**src/hw/compare_skip_params.svh**
```systemverilog
`ifndef COMPARE_SKIP_PARAMS_SVH
`define COMPARE_SKIP_PARAMS_SVH

// opcode field: bits 15..9 of the program word
`define CSD_OPC_MSB        4'd15
`define CSD_OPC_LSB        4'd9
`define CSD_OPC_EQUAL      7'h31
`define CSD_OPC_GREATER    7'h32
// access-select bit and file address field
`define CSD_ACCESS_BIT     4'd8
`define CSD_FILE_MSB       4'd7
`define CSD_FILE_LSB       4'd0
// highest file address that uses indexed literal offset
`define CSD_INDEXED_MAX    8'h5f
// access bank split: below it low ram, at or above it the top bank
`define CSD_ACCESS_SPLIT   8'h60
`define CSD_ACCESS_HI_BANK 4'hf
// phases per instruction cycle and reset values
`define CSD_PHASES         3'd4
`define CSD_ADDR_RESET     12'h000
`define CSD_PHASE_RESET    2'h0

`endif

```
**src/hw/compare_skip_pkg.sv**
```systemverilog
package compare_skip_pkg;

  typedef enum logic [1:0] {
    op_none,
    op_equal,
    op_greater
  } compare_op_t;

  typedef enum logic [1:0] {
    mode_access,
    mode_banked,
    mode_indexed
  } addr_mode_t;

  typedef struct packed {
    compare_op_t op;
    logic        access_sel;
    logic [7:0]  file_addr;
  } decoded_t;

  typedef struct packed {
    logic       rd;
    logic [11:0] addr;
    addr_mode_t mode;
  } data_req_t;

  typedef struct packed {
    logic       done;
    logic       is_compare;
    logic       skip;
    logic [1:0] cycles;
  } result_t;

endpackage

```
**src/hw/compare_skip_decoder.sv**
```systemverilog
`timescale 1ns/100ps
`include "compare_skip_params.svh"

module compare_skip_decoder
  import compare_skip_pkg::*;
#(
  parameter int BANK_W = 4
) (
  input  wire logic              clk,
  input  wire logic              rst_b,
  input  wire logic [15:0]       instr_word,
  input  wire logic              instr_valid,
  input  wire logic              next_two_word,
  input  wire logic [7:0]        working_register,
  input  wire logic [BANK_W-1:0] bank_select_register,
  input  wire logic              extended_enable,
  input  wire logic [11:0]       index_base,
  input  wire logic [7:0]        data_rdata,
  output logic                   instr_ready,
  output logic      [1:0]        q_phase,
  output data_req_t              data_req,
  output logic                   exec_nop,
  output result_t                result
);

  if (BANK_W < 1 || BANK_W > 4) begin : g_bank_check
    $error("BANK_W must be 1..4");
  end

  typedef enum logic [2:0] {
    st_decode,
    st_read,
    st_process,
    st_nowrite,
    st_skip
  } state_t;

  function automatic compare_op_t decode_op(input logic [15:0] w);
    logic [6:0] opc;
    opc = w[`CSD_OPC_MSB:`CSD_OPC_LSB];
    if (opc == `CSD_OPC_EQUAL) begin
      decode_op = op_equal;
    end else if (opc == `CSD_OPC_GREATER) begin
      decode_op = op_greater;
    end else begin
      decode_op = op_none;
    end
  endfunction

  function automatic logic compare_hit(input compare_op_t op, input logic [7:0] f,
                                       input logic [7:0] w);
    logic [8:0] diff;
    diff = {1'b0, f} - {1'b0, w};
    compare_hit = (op == op_equal)   ? (diff == 9'h000) :
                  (op == op_greater) ? (!diff[8] && diff != 9'h000) : 1'b0;
  endfunction

  state_t      state_reg;
  state_t      state_next;
  decoded_t    dec_reg;
  decoded_t    dec_next;
  logic [1:0]  phase_reg;
  logic [1:0]  skip_left_reg;
  logic [1:0]  skip_left_next;
  logic [1:0]  cycles_reg;
  logic [1:0]  cycles_next;
  logic        hit_reg;
  logic        two_word_reg;
  data_req_t   req_reg;
  data_req_t   req_next;
  result_t     res_reg;
  result_t     res_next;
  logic [11:0] op_addr;
  addr_mode_t  op_mode;

  wire compare_op_t in_op  = decode_op(instr_word);
  wire decoded_t    in_dec = '{op:         in_op,
                               access_sel: instr_word[`CSD_ACCESS_BIT],
                               file_addr:  instr_word[`CSD_FILE_MSB:`CSD_FILE_LSB]};
  wire              accept = (state_reg == st_decode) && instr_valid;
  wire              last_q = phase_reg == 2'(`CSD_PHASES - 3'd1);
  // unsigned compare on the read byte
  wire              hit_now = compare_hit(dec_reg.op, data_rdata, working_register);

  operand_address_unit #(
    .BANK_W (BANK_W)
  ) u_addr (
    .access_sel           (in_dec.access_sel),
    .file_addr            (in_dec.file_addr),
    .bank_select_register (bank_select_register),
    .extended_enable      (extended_enable),
    .index_base           (index_base),
    .addr                 (op_addr),
    .mode                 (op_mode)
  );

  assign instr_ready = state_reg == st_decode;
  assign q_phase     = phase_reg;
  assign data_req    = req_reg;
  assign exec_nop    = state_reg == st_skip;
  assign result      = res_reg;

  always_comb begin
    state_next     = state_reg;
    dec_next       = dec_reg;
    skip_left_next = skip_left_reg;
    cycles_next    = cycles_reg;
    req_next       = '{rd: 1'b0, addr: req_reg.addr, mode: req_reg.mode};
    res_next       = '{done: 1'b0, is_compare: res_reg.is_compare,
                       skip: res_reg.skip, cycles: res_reg.cycles};
    unique case (state_reg)
      st_decode: begin
        if (accept) begin
          dec_next    = in_dec;
          cycles_next = 2'd1;
          state_next  = st_read;
          // read strobe stands in second phase
          if (in_op != op_none) begin
            req_next = '{rd: 1'b1, addr: op_addr, mode: op_mode};
          end
        end
      end
      st_read: begin
        state_next = st_process;
      end
      st_process: begin
        state_next = st_nowrite;
      end
      st_nowrite: begin
        if (hit_reg) begin
          skip_left_next = two_word_reg ? 2'd2 : 2'd1;
          cycles_next    = two_word_reg ? 2'd3 : 2'd2;
          state_next     = st_skip;
        end else begin
          res_next   = '{done: 1'b1, is_compare: dec_reg.op != op_none,
                         skip: 1'b0, cycles: cycles_reg};
          state_next = st_decode;
        end
      end
      st_skip: begin
        if (last_q) begin
          skip_left_next = skip_left_reg - 2'd1;
          if (skip_left_reg == 2'd1) begin
            res_next   = '{done: 1'b1, is_compare: 1'b1, skip: 1'b1,
                           cycles: cycles_reg};
            state_next = st_decode;
          end
        end
      end
    endcase
  end

  // phase counter: one clock per phase
  always_ff @(posedge clk or negedge rst_b) begin
    if (!rst_b) begin
      phase_reg <= `CSD_PHASE_RESET;
    end else if (state_reg == st_skip) begin
      phase_reg <= phase_reg + 2'd1;
    end else if (state_next == st_decode || accept) begin
      phase_reg <= accept ? 2'd1 : `CSD_PHASE_RESET;
    end else begin
      phase_reg <= phase_reg + 2'd1;
    end
  end

  always_ff @(posedge clk or negedge rst_b) begin
    if (!rst_b) begin
      state_reg     <= st_decode;
      dec_reg       <= '{op: op_none, access_sel: 1'b0, file_addr: 8'h00};
      skip_left_reg <= 2'd0;
      cycles_reg    <= 2'd0;
      req_reg       <= '{rd: 1'b0, addr: `CSD_ADDR_RESET, mode: mode_access};
      res_reg       <= '{done: 1'b0, is_compare: 1'b0, skip: 1'b0, cycles: 2'd0};
    end else begin
      state_reg     <= state_next;
      dec_reg       <= dec_next;
      skip_left_reg <= skip_left_next;
      cycles_reg    <= cycles_next;
      req_reg       <= req_next;
      res_reg       <= res_next;
    end
  end

  // compare result caught in the process phase
  always_ff @(posedge clk or negedge rst_b) begin
    if (!rst_b) begin
      hit_reg      <= 1'b0;
      two_word_reg <= 1'b0;
    end else if (accept) begin
      hit_reg      <= 1'b0;
      two_word_reg <= next_two_word;
    end else if (state_reg == st_process) begin
      hit_reg <= hit_now;
    end
  end

endmodule

```
**src/hw/operand_address_unit.sv**
```systemverilog
`timescale 1ns/100ps
`include "compare_skip_params.svh"

module operand_address_unit
  import compare_skip_pkg::*;
#(
  parameter int BANK_W = 4
) (
  input  wire logic              access_sel,
  input  wire logic [7:0]        file_addr,
  input  wire logic [BANK_W-1:0] bank_select_register,
  input  wire logic              extended_enable,
  input  wire logic [11:0]       index_base,
  output logic      [11:0]       addr,
  output addr_mode_t             mode
);

  if (BANK_W < 1 || BANK_W > 4) begin : g_bank_check
    $error("BANK_W must be 1..4");
  end

  wire        indexed   = !access_sel && extended_enable && (file_addr <= `CSD_INDEXED_MAX);
  wire        low_half  = file_addr < `CSD_ACCESS_SPLIT;
  wire [3:0]  bank_wide = 4'(bank_select_register);
  wire [11:0] banked    = {bank_wide, file_addr};
  wire [11:0] access    = low_half ? {4'h0, file_addr} : {`CSD_ACCESS_HI_BANK, file_addr};
  wire [11:0] idx_sum   = index_base + {4'h0, file_addr};

  assign addr = indexed ? idx_sum : (access_sel ? banked : access);
  assign mode = indexed ? mode_indexed : (access_sel ? mode_banked : mode_access);

endmodule

```
**config.mk**
```make
export PLATFORM = sky130hd
export DESIGN_NAME = compare_skip_decoder
export DESIGN_NICKNAME = d
export VERILOG_FILES = /design/src/hw/compare_skip_pkg.sv /design/src/hw/compare_skip_decoder.sv /design/src/hw/operand_address_unit.sv
export VERILOG_INCLUDE_DIRS = /design/src /design/src/hw
export SDC_FILE = /design/constraint.sdc
export NUM_CORES = 1
export LEC_CHECK = 0
export ABC_CLOCK_PERIOD_IN_PS = 5400
export BUFFER_PORTS_ARGS = -buffer_cell sky130_fd_sc_hd__clkbuf_2
export CAP_MARGIN = 20
export CORE_MARGIN = 5
export CORE_UTILIZATION = 55
export CTS_CLUSTER_DIAMETER = 120
export DETAILED_ROUTE_END_ITERATION = 8
export PLACE_DENSITY_LB_ADDON = 0.08
export SYNTH_ARGS = -nofsm -noshare
export SYNTH_HDL_FRONTEND = slang
export SYNTH_SLANG_ARGS = --single-unit
```
**constraint.sdc**
```tcl
create_clock -name clk -period 5.4 [get_ports clk]
set_clock_uncertainty 0.2 [all_clocks]
set_input_delay 0.54 -clock clk [delete_from_list [all_inputs] [get_ports clk]]
set_output_delay 0.54 -clock clk [all_outputs]
set_load 0.1 [all_outputs]
```
==> results.sh, run 1 <==
export IMPL_nets=409
export IMPL_cts_resized=0
export IMPL_drtAntennaViolNets=0
export IMPL_ff2ff_path_depth=5
export IMPL_routabilityCongestion=0.847
export IMPL_cts_hold_buffers=0
export IMPL_antenna_found_initial=0
export IMPL_hold_class="in -> async"
export IMPL_final_area_um2=2820
export IMPL_maxCapViolCount=0
export IMPL_dieArea_um2=5600
export IMPL_dp_slack_ps=2770
export IMPL_numClockSinks=33
export IMPL_synth_edff_count=0
export IMPL_power_leakage_nw=1.48
export IMPL_worst_pin_slew_ps=809
export IMPL_fin_crit_ps=2420
export IMPL_drc=0
export IMPL_yosys_area_top_type="dfrtp_1"
export IMPL_htree_levels=2
export IMPL_arrival_ps=1680
export IMPL_yosys_top_cells_area="dfrtp_1, ha_1, a21oi_1"
export IMPL_final_setup_tns_ps=0
export IMPL_rsz0062_at_grt="no"
export IMPL_first_global_vias=1984
export IMPL_ff2ff_setup_slack_ps=3140
export IMPL_fmax_mhz=413
export IMPL_firstDrtPassIters=4
export IMPL_post_drt_wl_per_cell_um=12.9
export IMPL_ys_ff_latch=33
export IMPL_r2r_end="data_req[10]$_DFFE_PN0P_"
export IMPL_cp_max_fo=11
export IMPL_power_per_cell_area_nw_per_um2=386
export IMPL_final_setup_worst_slack_ps=2980
export IMPL_syn_cell_area_um2=2310
export IMPL_fin_crit_sh_pct=44.8
export IMPL_yosysWarnings=0
export IMPL_dp_hpwl_um=4060
export IMPL_root_buffer="clkbuf_8"
export IMPL_wirelength_um=5000
export IMPL_portBuffers=76
export IMPL_n_antenna_cell=0
export IMPL_cts_tree="built"
export IMPL_finalSetupViolations=0
export IMPL_boundaryPins=77
export IMPL_drive_gt1_share_pct=27.8
export IMPL_critPathBufInv=1
export IMPL_syn_area_per_cell_um2=8.86
export IMPL_synthTopCellsByCount="dfrtp_1, nand2_1, a21oi_1, nor2_1, ha_1"
export IMPL_yosysUniqueCellTypes=49
export IMPL_r2r_start="state_reg[1]$_DFF_PN0_"
export IMPL_die_y_um=74.8
export IMPL_largest_reg_flops=15
export IMPL_gr_usage_all_layers_pct=19.1
export IMPL_cp_slowest_stage_delay_ps=510
export IMPL_utilization_pct=70.0
export IMPL_crit_path_end_kind="output pin"
export IMPL_clockBufferDepth=2
export IMPL_crit_chain="nor2_1, and2_1, clkbuf_2"
export IMPL_yosysMostFrequentCell="dfrtp_1"
export IMPL_via_count=2109
export IMPL_drv_slew=0
export IMPL_post_cts_buffers=0
export IMPL_coreArea_um2=4030
export IMPL_numCtsBuffers=5
export IMPL_grt_overflow=0
export IMPL_num_rows=23
export IMPL_run_status="finished clean"
export IMPL_dieWidth_um=74.8
export IMPL_finalHoldViolations=0
export IMPL_yosysTopAreaCellShare_pct=35.7
export IMPL_cpMaxStageDelayCell="dfrtp_1"
export IMPL_grt_first_pass_wirelength_um=8310
export IMPL_start_util_pct=57.4
export IMPL_ys_seq_area_share_pct=35.7
export IMPL_peakVddDrop_mv=0.146
export IMPL_placed_area_um2=2700
export IMPL_fillers=356
export IMPL_clk_latency_ps=280
export IMPL_critPathTopFamily="flip-flops"
export IMPL_slew_headroom_pct=46.0
export IMPL_syn_inst=261
export IMPL_path_depth=3
export IMPL_grt_start_max_net_pins=34
export IMPL_synthFlopType="dfrtp_1"
export IMPL_syn_nets=333
export IMPL_drt_iter0_markers=81
export IMPL_path_clk_slew_ps=70
export IMPL_async_flop_share_pct=100
export IMPL_worst_ep_required_time_ps=4660
export IMPL_critPathKind="reg -> out"
export IMPL_vias_per_cell=5.44
export IMPL_area_growth_pct=21.9
export IMPL_critical_path_startpoint_type="register"
==> power breakdown <==
group / total, mW / leakage, nW / switching (mW) / internal (mW)
clock: 0.238 / 0.0585 / 0.0880 / 0.150
sequential: 0.344 / 0.435 / 0.0496 / 0.294
combinational: 0.506 / 0.985 / 0.374 / 0.132
==> metal layers <==
layer,vias to the layer above,global-route usage [%],wire (µm)
met2,49,31.8,2430
met1,965,24.5,2250
met3,6,4.14,244
met5,-,0,0
met4,0,6.72,68
li1,1089,-,-
==> stage by stage <==
| step | power, mW | cells | hold WS, ps |
|---|---|---|---|
| finish | 1.09 | 388 | 138 |
| global route | 1.15 | 388 | 208 |
| CTS | 1.10 | 388 | 170 |
| detailed placement | 0.857 | 380 | 264 |
| global placement | 0.846 | 380 | 259 |
| floorplan | 0.761 | 261 | 44.4 |
==> how the worst max path moves through the flow <==
stage / from / endpoint / slack, ps
finish: state_reg[1]$_DFF_PN0_ / exec_nop / 2980
global route: state_reg[1]$_DFF_PN0_ / exec_nop / 2880
CTS: state_reg[1]$_DFF_PN0_ / exec_nop / 2980
floorplan: state_reg[0]$_DFF_PN0_ / data_req[7]$_DFFE_PN0P_ / 2690
global placement: working_register[2] / hit_reg$_DFFE_PN0P_ / 2830
detailed placement: working_register[2] / hit_reg$_DFFE_PN0P_ / 2770
==> cell families after synthesis <==
| group | Yosys count | synth area share (%) |
|---|---|---|
| AND/OR/NAND/NOR | 86 | 18.8 |
| AO/OA/AOI/OAI | 81 | 22.1 |
| flip-flops | 33 | 35.7 |
| buffers and inverters | 24 | 5.03 |
| adder cells (fa/ha/maj) | 19 | 10.6 |
| XOR/XNOR | 9 | 3.41 |
| multiplexers | 9 | 4.27 |
==> placed cells by master (no fill, tap or decap), types with 4 or more instances in the layout <==
cell and instances:
nor2_1 19, a21oi_1 24, o21a_1 8, ha_1 18, dfrtp_1 33, nand3_1 12, nor2b_1 8, clkbuf_2 76
clkbuf_8 6, nand2_1 28, xnor2_1 4, inv_1 16, xor2_1 5, mux2i_1 5, o21ai_1 11, a21o_1 7
o21ai_0 10
==> final cells by class <==
cell class	count	area, µm²	share of cell area [%]
clock inverters	1	30.0	1.07
flip-flops and latches	33	826	29.3
repair buffers	76	380	13.5
well taps	50	62.6	2.22
multi-input cells	204	1370	48.6
inverters	17	63.8	2.26
clock buffers	7	86.3	3.06
Power figures use the tool's default switching activity.
==> run 2, diff against run 1 <==
--- a/config.mk
+++ b/config.mk
@@ -6,11 +6,11 @@
 export SDC_FILE = /design/constraint.sdc
 export NUM_CORES = 1
 export LEC_CHECK = 0
-export ABC_CLOCK_PERIOD_IN_PS = 5400
+export ABC_CLOCK_PERIOD_IN_PS = 2250
 export BUFFER_PORTS_ARGS = -buffer_cell sky130_fd_sc_hd__clkbuf_2
 export CAP_MARGIN = 20
 export CORE_MARGIN = 5
-export CORE_UTILIZATION = 55
+export CORE_UTILIZATION = 51
 export CTS_CLUSTER_DIAMETER = 120
 export DETAILED_ROUTE_END_ITERATION = 8
 export PLACE_DENSITY_LB_ADDON = 0.08
==> constraint.sdc (replaced) <==
create_clock -name clk -period 2.25 [get_ports clk]
set_clock_uncertainty 0.2 [all_clocks]
set_input_delay 0.225 -clock clk [delete_from_list [all_inputs] [get_ports clk]]
set_output_delay 0.225 -clock clk [all_outputs]
set_load 0.1 [all_outputs]
==> results.sh, run 2 (same netlist as run 1, synthesis figures left out) <==
export IMPL_grt_first_pass_wirelength_um=8670
export IMPL_vias_per_cell=5.28
export IMPL_fin_cells=403
export IMPL_hold_class="in -> reg"
export IMPL_r2r_end="result[1]$_DFFE_PN0P_"
export IMPL_holdPathStages=3
export IMPL_cp_slowest_stage_delay_ps=460
export IMPL_fin_crit_sh_pct=91.1
export IMPL_fmax_mhz=488
export IMPL_portBuffers=76
export IMPL_worst_ep_required_time_ps=1820
export IMPL_peakVddDrop_mv=0.555
export IMPL_drive_gt1_share_pct=30.2
export IMPL_coreArea_um2=4380
export IMPL_utilization_pct=66.8
export IMPL_start_util_pct=52.7
export IMPL_cpMaxStageDelayCell="clkbuf_2"
export IMPL_clockBufferDepth=2
export IMPL_post_cts_buffers=0
export IMPL_path_clk_slew_ps=70
export IMPL_num_rows=24
export IMPL_antenna_found_initial=0
export IMPL_dieWidth_um=77.3
export IMPL_run_status="finished clean"
export IMPL_ff2ff_setup_slack_ps=290
export IMPL_root_buffer="clkbuf_8"
export IMPL_maxCapViolCount=0
export IMPL_swShare_pct=46.6
export IMPL_firstDrtPassIters=4
export IMPL_dieArea_um2=5980
export IMPL_p_switching_mw=1.24
export IMPL_critPathKind="reg -> out"
export IMPL_r2r_start="state_reg[1]$_DFF_PN0_"
export IMPL_drtAntennaViolNets=0
export IMPL_total_power_mw=2.66
export IMPL_die_y_um=77.3
export IMPL_dp_cells=393
export IMPL_cts_tree="built"
export IMPL_grt_start_max_net_pins=34
export IMPL_drt_iter0_markers=69
export IMPL_fin_crit_ps=2050
export IMPL_clk_latency_ps=280
export IMPL_critPathBufInv=2
export IMPL_final_common_cell="clkbuf_2"
export IMPL_finalSetupViolations=0
export IMPL_final_setup_worst_slack_ps=199
export IMPL_power_per_cell_area_nw_per_um2=911
export IMPL_boundaryPins=77
export IMPL_critPathTopFamily="buffers and inverters"
export IMPL_drc=0
export IMPL_final_cell_mix="clkbuf_2, dfrtp_1, nand2_1, a21oi_1, nor2_1"
export IMPL_ff2ff_path_depth=6
export IMPL_grt_overflow=0
export IMPL_dp_slack_ps=-28.7
export IMPL_nets=422
export IMPL_post_drt_wl_per_cell_um=12.5
export IMPL_power_leakage_nw=1.54
export IMPL_htree_levels=2
export IMPL_arrival_ps=1630
export IMPL_finalHoldViolations=0
export IMPL_drv_slew=0
export IMPL_routabilityCongestion=0.804
export IMPL_hold_slack_ps=10.3
export IMPL_crit_chain="buf_4, nor2_1, and2_2, clkbuf_2"
export IMPL_p_comb_share_pct=49.1
export IMPL_dp_hpwl_um=4090
export IMPL_whs_endpoint="dec_reg[9]$_DFFE_PN0P_"
export IMPL_numClockSinks=33
export IMPL_cp_max_fo=10
export IMPL_worst_pin_slew_ps=823
export IMPL_critical_path_startpoint_type="register"
export IMPL_rsz0062_at_grt="no"
export IMPL_gr_usage_all_layers_pct=17.3
export IMPL_slew_headroom_pct=45.1
export IMPL_crit_path_end_kind="output pin"
export IMPL_via_count=2126
export IMPL_seqPwrFrac_pct=29.4
export IMPL_first_global_vias=1997
export IMPL_n_antenna_cell=0
export IMPL_numCtsBuffers=5
export IMPL_p_int_mw=1.42
export IMPL_wirelength_um=5050
export IMPL_area_growth_pct=26.6
export IMPL_largest_reg_flops=15
export IMPL_pwr_share_clk_pct=21.5
export IMPL_min_from="instr_word[9]"
## run 2: cell count changes in the layout (fill, tap and decap cells not counted)
cell and change:
a2111oi_0 -1, a2111oi_1 +1, and2_1 -1, and2_2 +1, buf_4 +11, dlygate4sd3_1 +2
## run 2: worst max-delay path by stage
stage	depth (start not counted)	startpoint	to	slack (ps)
2_1_floorplan	6	state_reg[0]$_DFF_PN0_	data_req[7]$_DFFE_PN0P_	-460
3_3_place_gp	9	working_register[2]	hit_reg$_DFFE_PN0P_	-10
3_5_place_dp	9	working_register[2]	hit_reg$_DFFE_PN0P_	-30
4_1_cts	4	state_reg[1]$_DFF_PN0_	exec_nop	190
5_1_grt	9	working_register[2]	hit_reg$_DFFE_PN0P_	20
6_report	4	state_reg[1]$_DFF_PN0_	exec_nop	200
## run 2: power groups by stage
stage	Combinational, mW	Clock, mW	Sequential, mW
after global routing	1.40	0.613	0.798
after global placement	1.29	0	0.792
after CTS	1.31	0.582	0.785
after detailed placement	1.31	0	0.796
final	1.31	0.572	0.784
after floorplan	0.556	0	1.27
## run 2: repair_timing
| action | in CTS | in global routing |
|---|---|---|
| hold buffers | 2 | 0 |
| setup endpoints to repair | 0 | 1 |
| gates resized for setup | 0 | 1 |
| endpoints found under the hold margin | 34 | 0 |
## run 2: per-layer routing
layer,global-route usage [%],part of all wire (%),vias to the layer above
met5,0,0,-
met4,4.64,0.75,0
met3,4.51,5.9,4
met2,29.8,49,53
met1,21.3,45,952
li1,-,-,1117
## run 2: tightest hold or removal path, delay by kind of cell
| family | cells | cell delay, ps |
|---|---|---|
| AND/OR/NAND/NOR | 1 | 70 |
| buffers and inverters | 1 | 90 |
| AO/OA/AOI/OAI | 1 | 70 |
## run 2: stage by stage
step                setup TNS, ps  area, µm²
finish                          0       2930
global route                    0       2930
CTS                             0       2930
detailed placement          -28.7       2790
global placement            -9.96       2790
floorplan                   -5810       2310
## run 2: layout make-up
type	instances	area (µm²)
well taps	52	65.1
multi-input cells	204	1370
clock inverters	1	30.0
fillers	401	1460
repair buffers	89	483
inverters	17	63.8
flip-flops and latches	33	826
clock buffers	7	86.3
